===== config.mk =====
export PLATFORM = sky130hd
export DESIGN_NAME = panel_key_reset_control
export DESIGN_NICKNAME = d
export VERILOG_FILES = /design/src/panel_key_pkg.sv /design/src/debounce_sync.sv /design/src/panel_key_reset_control.sv
export SDC_FILE = /design/constraint.sdc
export NUM_CORES = 1
export LEC_CHECK = 0
export ABC_AREA = 0
export BUFFER_PORTS_ARGS = -buffer_cell sky130_fd_sc_hd__buf_2
export CAP_MARGIN = 20
export CORE_ASPECT_RATIO = 0.8
export CORE_MARGIN = 4
export CORE_UTILIZATION = 55
export CTS_CLUSTER_SIZE = 40
export DETAILED_ROUTE_END_ITERATION = 7
export GPL_TIMING_DRIVEN = 0
export PLACE_DENSITY = 0.77
export SLEW_MARGIN = 0
export SYNTH_ARGS = -nofsm -noshare
export SYNTH_HDL_FRONTEND = slang
export SYNTH_SLANG_ARGS = --single-unit
export TNS_END_PERCENT = 10

===== constraint.sdc =====
create_clock -name mclk -period 6.35 [get_ports mclk]
set_input_delay 1.27 -clock mclk [delete_from_list [all_inputs] [get_ports mclk]]
set_output_delay 1.27 -clock mclk [all_outputs]
set_load 0.02 [all_outputs]

===== src/panel_key_pkg.sv =====
// shared constants and carrier types of the front-panel key and reset control
// assumes one 20 MHz clock and a synchronous active-high reset
package panel_key_pkg;
	localparam int CLK_HZ        = 20_000_000;
	localparam int RESET_HOLD_MS = 1000;
	localparam int MODE_HOLD_MS  = 2000;
	localparam int DEBOUNCE_MS   = 10;
	localparam int BLINK_HALF_MS = 250;
	localparam int RESET_HOLD_CYC = (CLK_HZ / 1000) * RESET_HOLD_MS;
	localparam int MODE_HOLD_CYC  = (CLK_HZ / 1000) * MODE_HOLD_MS;
	localparam int DEBOUNCE_CYC   = (CLK_HZ / 1000) * DEBOUNCE_MS;
	localparam int BLINK_HALF_CYC = (CLK_HZ / 1000) * BLINK_HALF_MS;

	localparam int NUM_DIGITS = 6;
	localparam int NUM_KEYS   = 12;
	localparam int VALUE_W    = 20;
	localparam int TIMER_W    = 26;
	localparam int DEB_W      = 20;
	localparam int ADDR_W     = 4;
	localparam int DATA_W     = 16;

	// key vector: [5:0] increment digits 1..6, [11:6] decrement digits 1..6
	localparam int KEY_INC1 = 0;
	localparam int KEY_INC3 = 2;
	localparam int KEY_INC6 = 5;
	localparam int KEY_DEC1 = 6;
	localparam int KEY_DEC3 = 8;
	localparam int KEY_DEC6 = 11;

	localparam logic [ADDR_W-1:0] REG_CTRL   = 4'h0;
	localparam logic [ADDR_W-1:0] REG_STATUS = 4'h1;
	localparam logic [ADDR_W-1:0] REG_KEYS   = 4'h2;
	localparam logic [DATA_W-1:0] CTRL_RESET = 16'h0000;
	localparam int CTRL_CFG_LSB   = 0;
	localparam int CTRL_IND_LSB   = 3;
	localparam int CTRL_ALT_BIT   = 5;
	localparam int CTRL_INDEP_BIT = 6;
	localparam int CTRL_LIMIT_BIT = 7;
	localparam int STAT_SETUP_BIT = 0;
	localparam int STAT_GEST_LSB  = 1;
	localparam int STAT_RST_BIT   = 5;
	localparam int STAT_HOLDA_BIT = 6;
	localparam int STAT_HOLDB_BIT = 7;

	typedef enum logic [2:0] {
		CFG_PRESET = 3'h0,
		CFG_TOTAL  = 3'h1,
		CFG_BATCH  = 3'h2,
		CFG_DUAL   = 3'h3,
		CFG_TWIN   = 3'h4,
		CFG_TACHO  = 3'h5
	} cfg_type;

	typedef enum logic [1:0] {
		IND_BAR = 2'h0,
		IND_OFF = 2'h1,
		IND_LIT = 2'h2
	} ind_type;

	typedef enum logic [3:0] {
		G_IDLE  = 4'h1,
		G_RST   = 4'h2,
		G_MODE  = 4'h4,
		G_LATCH = 4'h8
	} gest_type;

	typedef struct packed {
		logic clrPresentA;
		logic clrPresentB;
		logic clrTotal;
		logic clrBatch;
		logic clrDual;
		logic clrOut1;
		logic clrOut2;
	} clear_type;

	typedef struct packed {
		logic             meta;
		logic             sync;
		logic             stable;
		logic [DEB_W-1:0] cnt;
	} debounce_state_type;

	typedef struct packed {
		gest_type            gest;
		logic [TIMER_W-1:0]  timer;
		logic                modeDec;
		logic                firedReset;
		logic [NUM_KEYS-1:0] keyPrev;
		logic [NUM_KEYS-1:0] keyUsed;
		logic [TIMER_W-1:0]  blinkCnt;
		logic                blinkOn;
		logic                setupMode;
		logic [DATA_W-1:0]   ctrl;
		logic [DATA_W-1:0]   rdData;
		clear_type           clr;
		logic                enterSetup;
		logic [NUM_DIGITS-1:0] incEdit;
		logic [NUM_DIGITS-1:0] decEdit;
		logic                holdA;
		logic                holdB;
		logic [NUM_KEYS-1:0] leds;
		logic                resetLamp;
		logic                holdLamp;
		logic                totalLamp;
		logic                batchLamp;
	} panel_state_type;
endpackage : panel_key_pkg


===== src/debounce_sync.sv =====
// two-stage synchroniser followed by a stability counter for one panel input
// assumes the raw input is asynchronous to mclk
module debounce_sync
	import panel_key_pkg::*;
#(
	parameter int STABLE_CYC = DEBOUNCE_CYC
) (
	input  wire logic mclk,
	input  wire logic rst,
	input  wire logic rawPin,
	output logic      clean
);
	debounce_state_type s_r;
	debounce_state_type s_nxt;

	always_comb begin
		s_nxt = s_r;
		s_nxt.meta = rawPin;
		s_nxt.sync = s_r.meta;
		// the counter restarts on every bounce so only a steady level is accepted
		if (s_r.sync == s_r.stable) begin
			s_nxt.cnt = '0;
		end else if (s_r.cnt == DEB_W'(STABLE_CYC - 1)) begin
			s_nxt.cnt = '0;
			s_nxt.stable = s_r.sync;
		end else begin
			s_nxt.cnt = s_r.cnt + DEB_W'(1);
		end
	end

	always_ff @(posedge mclk) begin
		if (rst) begin
			s_r <= '0;
		end else begin
			s_r <= s_nxt;
		end
	end

	assign clean = s_r.stable;
endmodule : debounce_sync


===== src/panel_key_reset_control.sv =====
// front-panel key gestures, indicator drive and panel reset dispatch
// assumes the counting core shares mclk and that keys and reset input are raw pins
//
// Summary of operation
// - panel reset fires only after digit6 up and down held together one second
// - releasing either reset key before one second cancels with no effect
// - all status indicator segments blink while both reset keys are held, until the reset fires
// - a lone digit6 key press edits that digit instead of resetting
// - digit1+digit3 up pair or down pair held two seconds enters setting mode
// - releasing the mode pair early abandons the mode change
// - while the mode pair is held its digit1 and digit3 indicators blink, until setting mode is entered
// - six increment and six decrement keys, one pair per digit, right to left
// - counter use in bar mode shows present over set value, 0 to 100 percent
// - tachometer limit mode shows measurement over comparison value, bar blank otherwise
// - indicator mode all off or all lit drives every segment uniformly
// - any key press outside a reset or mode pair hold blanks the bar and lights the pressed keys instead
// - in setting mode, with no key pressed, only keys able to change the parameter are lit
// - reset lamp lit while reset input one is on or a panel reset runs
// - reset lamp and hold display work only in counting configurations
// - total lamp with total count shown, batch lamp with batch count shown
// - preset configs clear present value and outputs, plus total if shown
// - batch config clears present and second output, all if batch shown
// - dual config clears both present values, dual count and all outputs
// - twin config clears only the displayed channel and its matching output
// - tachometer config freezes measurement and outputs while hold applies
// - independent two-input tachometer holds only the displayed channel
module panel_key_reset_control
	import panel_key_pkg::*;
#(
	parameter int RESET_HOLD = RESET_HOLD_CYC,
	parameter int MODE_HOLD  = MODE_HOLD_CYC,
	parameter int DEBOUNCE   = DEBOUNCE_CYC,
	parameter int BLINK_HALF = BLINK_HALF_CYC
) (
	input  wire logic                  mclk,
	input  wire logic                  rst,
	input  wire logic [NUM_DIGITS-1:0] keyIncPin,
	input  wire logic [NUM_DIGITS-1:0] keyDecPin,
	input  wire logic                  resetInputPin,
	input  wire logic [ADDR_W-1:0]     regAddr,
	input  wire logic [DATA_W-1:0]     regWrData,
	input  wire logic                  regWrStb,
	input  wire logic                  regRdStb,
	output logic      [DATA_W-1:0]     regRdData,
	input  wire logic [VALUE_W-1:0]    valueNow,
	input  wire logic [VALUE_W-1:0]    valueRef,
	input  wire logic [NUM_KEYS-1:0]   settableKeys,
	input  wire logic                  counterHoldShown,
	output logic      [NUM_KEYS-1:0]   keyLeds,
	output logic                       resetLamp,
	output logic                       holdLamp,
	output logic                       totalLamp,
	output logic                       batchLamp,
	output logic      [NUM_DIGITS-1:0] digitIncPulse,
	output logic      [NUM_DIGITS-1:0] digitDecPulse,
	output logic                       setupEnterPulse,
	output clear_type                  panelClear,
	output logic                       tachoHoldA,
	output logic                       tachoHoldB
);
	panel_state_type s_r;
	panel_state_type s_nxt;

	logic [NUM_KEYS:0] rawIn;
	logic [NUM_KEYS:0] cleanIn;
	logic [NUM_KEYS-1:0] keys;
	logic              resetIn1;

	assign rawIn = {resetInputPin, keyDecPin, keyIncPin};

	genvar gi;
	generate
		for (gi = 0; gi <= NUM_KEYS; gi++) begin : g_deb
			debounce_sync #(
				.STABLE_CYC(DEBOUNCE)
			) u_deb (
				.mclk  (mclk),
				.rst   (rst),
				.rawPin(rawIn[gi]),
				.clean (cleanIn[gi])
			);
		end
	endgenerate

	assign keys     = cleanIn[NUM_KEYS-1:0];
	assign resetIn1 = cleanIn[NUM_KEYS];

	// bar of twelve segments; segment i lights once now/ref reaches (i+1)/12
	function automatic logic [NUM_KEYS-1:0] barFill(
		input logic [VALUE_W-1:0] now,
		input logic [VALUE_W-1:0] fullScale
	);
		logic [NUM_KEYS-1:0] bar;
		logic [VALUE_W+4:0]  scaledNow;
		logic [VALUE_W+4:0]  scaledRef;
		bar = '0;
		scaledNow = (VALUE_W + 5)'(now) * (VALUE_W + 5)'(NUM_KEYS);
		for (int i = 0; i < NUM_KEYS; i++) begin
			scaledRef = (VALUE_W + 5)'(fullScale) * (VALUE_W + 5)'(i + 1);
			bar[i] = (fullScale == '0) ? (now != '0) : (scaledNow >= scaledRef);
		end
		return bar;
	endfunction : barFill

	// what a panel reset clears, by configuration and by what is displayed
	function automatic clear_type resetDispatch(
		input cfg_type cfg,
		input logic    alt
	);
		clear_type c;
		c = '0;
		case (cfg)
			CFG_PRESET, CFG_TOTAL: begin
				c.clrPresentA = 1'b1;
				c.clrOut1     = 1'b1;
				c.clrOut2     = 1'b1;
				c.clrTotal    = (cfg == CFG_TOTAL) && alt;
			end
			CFG_BATCH: begin
				c.clrPresentA = 1'b1;
				c.clrOut2     = 1'b1;
				c.clrBatch    = alt;
				c.clrOut1     = alt;
			end
			CFG_DUAL: begin
				c = '{clrPresentA: 1'b1, clrPresentB: 1'b1, clrTotal: 1'b0,
				      clrBatch: 1'b0, clrDual: 1'b1, clrOut1: 1'b1,
				      clrOut2: 1'b1};
			end
			CFG_TWIN: begin
				c.clrPresentA = !alt;
				c.clrOut1     = !alt;
				c.clrPresentB = alt;
				c.clrOut2     = alt;
			end
			default: begin
				c = '0;
			end
		endcase
		return c;
	endfunction : resetDispatch

	always_comb begin
		logic                rstPair;
		logic                modeIncPair;
		logic                modeDecPair;
		logic                heldPair;
		logic [NUM_KEYS-1:0] mark;
		logic [NUM_KEYS-1:0] released;
		logic [NUM_KEYS-1:0] bar;
		logic [NUM_KEYS-1:0] blinkMask;
		cfg_type             cfg;
		ind_type             ind;
		logic                alt;
		logic                indep;
		logic                tacho;
		logic                resetRunning;
		rstPair     = keys[KEY_INC6] && keys[KEY_DEC6];
		modeIncPair = keys[KEY_INC1] && keys[KEY_INC3];
		modeDecPair = keys[KEY_DEC1] && keys[KEY_DEC3];
		heldPair    = 1'b0;
		mark        = '0;
		released    = '0;
		bar         = '0;
		blinkMask   = '0;
		resetRunning = 1'b0;
		cfg   = cfg_type'(s_r.ctrl[CTRL_CFG_LSB +: 3]);
		ind   = ind_type'(s_r.ctrl[CTRL_IND_LSB +: 2]);
		alt   = s_r.ctrl[CTRL_ALT_BIT];
		indep = s_r.ctrl[CTRL_INDEP_BIT];
		tacho = (cfg == CFG_TACHO);

		s_nxt            = s_r;
		s_nxt.clr        = '0;
		s_nxt.enterSetup = 1'b0;
		s_nxt.incEdit    = '0;
		s_nxt.decEdit    = '0;
		s_nxt.keyPrev    = keys;

		if (s_r.blinkCnt == TIMER_W'(BLINK_HALF - 1)) begin
			s_nxt.blinkCnt = '0;
			s_nxt.blinkOn  = !s_r.blinkOn;
		end else begin
			s_nxt.blinkCnt = s_r.blinkCnt + TIMER_W'(1);
		end

		// bus write first so that a gesture in the same cycle wins over a clear
		if (regWrStb) begin
			if (regAddr == REG_CTRL) begin
				s_nxt.ctrl = regWrData;
			end else if (regAddr == REG_STATUS && regWrData[STAT_SETUP_BIT]) begin
				s_nxt.setupMode = 1'b0;
			end
		end

		case (s_r.gest)
			G_IDLE: begin
				s_nxt.timer      = '0;
				s_nxt.firedReset = 1'b0;
				if (rstPair) begin
					s_nxt.gest = G_RST;
				end else if (modeIncPair || modeDecPair) begin
					s_nxt.gest    = G_MODE;
					s_nxt.modeDec = !modeIncPair;
				end
			end
			G_RST: begin
				if (!rstPair) begin
					s_nxt.gest  = G_IDLE;
					s_nxt.timer = '0;
				end else if (s_r.timer == TIMER_W'(RESET_HOLD - 1)) begin
					s_nxt.gest       = G_LATCH;
					s_nxt.firedReset = 1'b1;
					if (!tacho) begin
						s_nxt.clr = resetDispatch(cfg, alt);
					end
				end else begin
					s_nxt.timer = s_r.timer + TIMER_W'(1);
				end
			end
			G_MODE: begin
				heldPair = s_r.modeDec ? modeDecPair : modeIncPair;
				if (!heldPair) begin
					s_nxt.gest  = G_IDLE;
					s_nxt.timer = '0;
				end else if (s_r.timer == TIMER_W'(MODE_HOLD - 1)) begin
					s_nxt.gest       = G_LATCH;
					s_nxt.enterSetup = 1'b1;
					s_nxt.setupMode  = 1'b1;
				end else begin
					s_nxt.timer = s_r.timer + TIMER_W'(1);
				end
			end
			G_LATCH: begin
				// wait for the pair to let go so a long hold fires only once
				heldPair = s_r.firedReset ? rstPair
				         : (s_r.modeDec ? modeDecPair : modeIncPair);
				if (!heldPair) begin
					s_nxt.gest = G_IDLE;
				end
			end
			default: begin
				s_nxt.gest = G_IDLE;
			end
		endcase

		// keys that joined a gesture give no digit edit on release
		if (rstPair) begin
			mark[KEY_INC6] = 1'b1;
			mark[KEY_DEC6] = 1'b1;
		end
		if (modeIncPair) begin
			mark[KEY_INC1] = 1'b1;
			mark[KEY_INC3] = 1'b1;
		end
		if (modeDecPair) begin
			mark[KEY_DEC1] = 1'b1;
			mark[KEY_DEC3] = 1'b1;
		end
		released       = s_r.keyPrev & ~keys;
		s_nxt.keyUsed  = (s_r.keyUsed | mark) & keys;
		s_nxt.incEdit  = released[NUM_DIGITS-1:0] & ~s_r.keyUsed[NUM_DIGITS-1:0];
		s_nxt.decEdit  = released[NUM_KEYS-1:NUM_DIGITS]
		               & ~s_r.keyUsed[NUM_KEYS-1:NUM_DIGITS];

		// tachometer hold lasts while the reset pair stays held after firing
		resetRunning = (s_nxt.gest == G_LATCH) && s_nxt.firedReset;
		s_nxt.holdA  = tacho && resetRunning && (!indep || !alt);
		s_nxt.holdB  = tacho && resetRunning && (!indep || alt);

		// indicator priority: gestures, then key presses, then mode display
		if (tacho) begin
			bar = s_r.ctrl[CTRL_LIMIT_BIT] ? barFill(valueNow, valueRef) : '0;
		end else begin
			bar = barFill(valueNow, valueRef);
		end
		blinkMask[KEY_INC1] = !s_r.modeDec;
		blinkMask[KEY_INC3] = !s_r.modeDec;
		blinkMask[KEY_DEC1] = s_r.modeDec;
		blinkMask[KEY_DEC3] = s_r.modeDec;
		if (s_r.gest == G_RST) begin
			s_nxt.leds = {NUM_KEYS{s_r.blinkOn}};
		end else if (s_r.gest == G_MODE) begin
			s_nxt.leds = s_r.blinkOn ? blinkMask : '0;
		end else if (keys != '0) begin
			s_nxt.leds = keys;
		end else if (s_r.setupMode) begin
			s_nxt.leds = settableKeys;
		end else begin
			case (ind)
				IND_OFF: s_nxt.leds = '0;
				IND_LIT: s_nxt.leds = '1;
				default: s_nxt.leds = bar;
			endcase
		end

		s_nxt.resetLamp = !tacho && (resetIn1 || (s_r.gest == G_LATCH && s_r.firedReset)
		                || s_nxt.clr != '0);
		s_nxt.holdLamp  = !tacho && counterHoldShown;
		s_nxt.totalLamp = (cfg == CFG_TOTAL) && alt;
		s_nxt.batchLamp = (cfg == CFG_BATCH) && alt;

		// read data stands only in the cycle after the strobe
		s_nxt.rdData = '0;
		if (regRdStb) begin
			case (regAddr)
				REG_CTRL: s_nxt.rdData = s_r.ctrl;
				REG_STATUS: begin
					s_nxt.rdData[STAT_SETUP_BIT]         = s_r.setupMode;
					s_nxt.rdData[STAT_GEST_LSB +: 4]     = s_r.gest;
					s_nxt.rdData[STAT_RST_BIT]           = s_r.resetLamp;
					s_nxt.rdData[STAT_HOLDA_BIT]         = s_r.holdA;
					s_nxt.rdData[STAT_HOLDB_BIT]         = s_r.holdB;
				end
				REG_KEYS: s_nxt.rdData[NUM_KEYS-1:0] = keys;
				default: s_nxt.rdData = '0;
			endcase
		end
	end

	always_ff @(posedge mclk) begin
		if (rst) begin
			s_r      <= '0;
			s_r.gest <= G_IDLE;
			s_r.ctrl <= CTRL_RESET;
		end else begin
			s_r <= s_nxt;
		end
	end

	assign regRdData       = s_r.rdData;
	assign keyLeds         = s_r.leds;
	assign resetLamp       = s_r.resetLamp;
	assign holdLamp        = s_r.holdLamp;
	assign totalLamp       = s_r.totalLamp;
	assign batchLamp       = s_r.batchLamp;
	assign digitIncPulse   = s_r.incEdit;
	assign digitDecPulse   = s_r.decEdit;
	assign setupEnterPulse = s_r.enterSetup;
	assign panelClear      = s_r.clr;
	assign tachoHoldA      = s_r.holdA;
	assign tachoHoldB      = s_r.holdB;
endmodule : panel_key_reset_control


==> impl_results.md <==
- FF-to-FF path depth: 9
- Final setup violating endpoints: 0
- Syn nets: 4109
- Most numerous cell in the Yosys netlist: nor2_1
- Critical path arrival: 6.58 ns
- Syn-to-layout area delta: 11.44%
- Hold Vio Cnt, Final: 0
- Crit end category: flop
- Worst EP required: 6.79 ns
- Yosys warns: 0
- Die footprint: 0.05931 mm^2
- #FFs+latches synth: 453
- Final Max Slew Viols: 0
- Initial core utilization: 56.08%
- Status: finished clean
- Largest net degree at the start of global routing: 15
- Worst hold path class: flop to flop
- Unique cell type count in the Yosys netlist: 81
- CP max stage delay: 0.64 ns
- Via count: 25220
- Core Footprint: 0.05439 mm^2
- CTS Hold Bufs: 0
- Post-synth top area cell: dfxtp_1
- Post-CTS setup buffers: 0
- Avg Cell Area, Syn: 8.606 um^2
- Post-synth EDFFs: 0
- Post-cts sizing count: 0
- Hold path cells: 1
- Final setup margin: 0.2111 ns
- Max Clk Rate: 162.9 MHz
- Die X: 271.3 um
- GRT Resource Usage Total: 23.85%
- Routed Antenna Nets: 0
- Rel. slew slack: 28.30%
- H-tree Lvls: 2
- Synth Cell Area: 0.03050 mm^2
- CTS Buffer Depth: 3
- DRC: 0
- Worst skew pair latency: 0.58 ns
- Fillers: 4705
- Slowest CP cell: a2111oi_1
- Total CTS buffers: 47
- Worst-path clk slew: 0.06 ns
- IO Port Bufs: 142
- Core Rows: 76
- Share of the synthesized area in the top cell type: 29.73%
- Total Power: 0.008428 W
- Synth top area cells: dfxtp_1 30%, ha_1 18%, nor2_1 5.6%, xor2_1 5.3%, xnor2_1 5.0%
- RSZ-0062 raised after global routing: no
- Vias per inst: 5.558
- Ys async rst share: 0%
- Crit path time final: 6.139 ns
- Clock Skews: 0.01710 ns
- Setup CP Type: primary input to flop
- Element type at the critical path start: primary input
- First-pass GRT wire length: 118.9 mm
- Global route total overflow: 0
- Final Wtd Congestion: 0.9244
- Routed WL per cell: 16.01 um
- PD cells: 248.0 mW/mm^2
- Lkg Pwr: 14.30 nW
- CTS tree: done
- Final WL: 72.63 mm
- Detailed Place HPWL: 55.47 mm
- Die Y: 218.6 um
- Antenna violations before repair: 2
- Post-layout nets: 4321
- Part of the Yosys area used for sequential elements: 29.73%
- Period utilisation layout: 96.68%
- CP Max Fanout: 11
- Post-synth top flop: dfxtp_1
- # clock sinks: 453
- Layout cells sized above 1: 8.832%
- Max-Cap Viols: 0
- Clk root buf: clkbuf_16
- DR pass1 iterations: 5
- Peak VDD IR: 205.4 uV
- Ports: 144
- Synth top cells by count: 458 x nor2_1, 453 x dfxtp_1, 433 x ha_1
- Crit-path cells: buf_2 > fa_1 > ha_1 > a21o_1 > a21oi_1 > o21ai_0 > a2111oi_1 > o31ai_1 > o21ai_1 > o21ai_0 > a21oi_1 > xor2_1 > ha_1 > a21o_1 > a21o_1 > a2111oi_0 > o2111ai_1 > a21oi_1 > o21ai_0
- Post-Syn Instances: 3544
- Vias in the first global route: 23440
- Pre-CTS WS: -0.4178 ns
- Slew @ Worst Pin: 1.067 ns
- DR iter-0 viols: 1624
-- cells by family (layout without fill, tap and decap cells) --
logic type | count (synthesis) | count (layout) | share of synthesized area (%)
compound gates | 632 | 632 | 13.02
xor+xnor | 360 | 360 | 10.34
fa+ha+maj | 475 | 475 | 20.52
buf+inv | 289 | 538 | 4.209
flops | 453 | 453 | 29.73
mux | 21 | 21 | 0.7097
other cells | 0 | 3 | 0
simple gates | 1314 | 1314 | 21.47
-- state kept, by name (all words and copies together), names as in the netlist --
signal / count
g_deb.u_deb.s_nxt: 13
digitDecPulse: 6
totalLamp: 1
g_deb.u_deb.s_r: 273
tachoHoldA: 1
keyLeds: 12
batchLamp: 1
resetLamp: 1
panelClear: 7
holdLamp: 1
regRdData: 16
s_r: 100
digitIncPulse: 6
tachoHoldB: 1
setupEnterPulse: 1
g_deb.u_deb.clean: 13
-- power breakdown --
part | switching, W | internal (W)
Sequential | 0.0000148 | 0.00287
Combinational | 0.00148 | 0.00111
Clock | 0.00115 | 0.00179
Total | 0.00265 | 0.00578
-- worst max-delay path: cells and delay by family --
| family | cells | cell delay, ns |
|---|---|---|
| buffers and inverters | 1 | 0.28 |
| XOR/XNOR | 1 | 0.18 |
| adder cells (fa/ha/maj) | 3 | 1.11 |
| AO/OA/AOI/OAI | 14 | 3.74 |
-- layer usage --
layer	vias up	global-route usage (%)	routed length (um)
li1	12870	-	-
met1	11580	34.04	35030
met2	673	37.87	31520
met3	90	3.963	4845
met4	0	5.718	1237
met5	-	0	0
-- layout make-up --
type | instances | area, um^2 | area share, %
Multi-Input combinational cell | 2802 | 20160 | 59.30
Tap cell | 741 | 927.1 | 2.728
Antenna cell | 3 | 7.507 | 0.02209
Inverter | 158 | 593.1 | 1.745
Sequential cell | 453 | 9069 | 26.68
Buffer | 131 | 690.7 | 2.032
Clock inverter | 27 | 394.1 | 1.160
Timing Repair Buffer | 163 | 880.8 | 2.591
Clock buffer | 59 | 1271 | 3.740
-- layout by cell type, fill, tap and decap left out, types with 12 or more instances in the layout --
master / Yosys / routed
a2111oi_0: 14 / 12
a211oi_1: 14 / 14
a21o_1: 99 / 99
a21oi_1: 198 / 198
a31oi_1: 24 / 23
and2_1: 30 / 30
and3_1: 73 / 73
and4_1: 20 / 20
buf_2: 5 / 149
buf_4: 47 / 57
clkbuf_1: 73 / 80
clkbuf_16: 0 / 47
dfxtp_1: 453 / 453
fa_1: 42 / 42
ha_1: 433 / 433
inv_1: 157 / 157
mux2i_1: 16 / 16
nand2_1: 195 / 195
nand2b_1: 33 / 33
nand3_1: 148 / 148
nand4_1: 69 / 69
nor2_1: 458 / 458
nor2b_1: 76 / 76
nor3_1: 56 / 56
nor4_1: 29 / 29
nor4b_1: 24 / 24
o211ai_1: 20 / 20
o21a_1: 21 / 21
o21ai_0: 138 / 137
o21bai_1: 16 / 16
or2_2: 16 / 16
or3_1: 51 / 51
xnor2_1: 175 / 175
xor2_1: 185 / 185
-- metrics by stage --
step                setup TNS, ns  instance area (um^2)  hold WS [ns]  std cells  util, %
floorplan                       0                 30500        0.3922       3544        -
global placement           -3.165                 32140        0.4077       4427    59.09
detailed placement        -0.5228                 32300        0.4038       4446    59.39
CTS                             0                 33970        0.4137       4532    62.45
global route                    0                 33990        0.4494       4536    62.49
finish                          0                 33990        0.4179       4537    62.49
-- final timing paths --
check | from | end | slack [ns]
worst min register to register | s_r[99]$_SDFF_PP0_ | digitIncPulse[1]$_SDFF_PP0_ | 0.42
worst min-delay path | s_r[99]$_SDFF_PP0_ | digitIncPulse[1]$_SDFF_PP0_ | 0.42
worst max register to register | s_r[57]$_SDFFE_PP0P_ | keyLeds[7]$_SDFF_PP0_ | 3.16
worst max-delay path | valueRef[3] | keyLeds[6]$_SDFF_PP0_ | 0.21
Power figures use the tool's default switching activity.
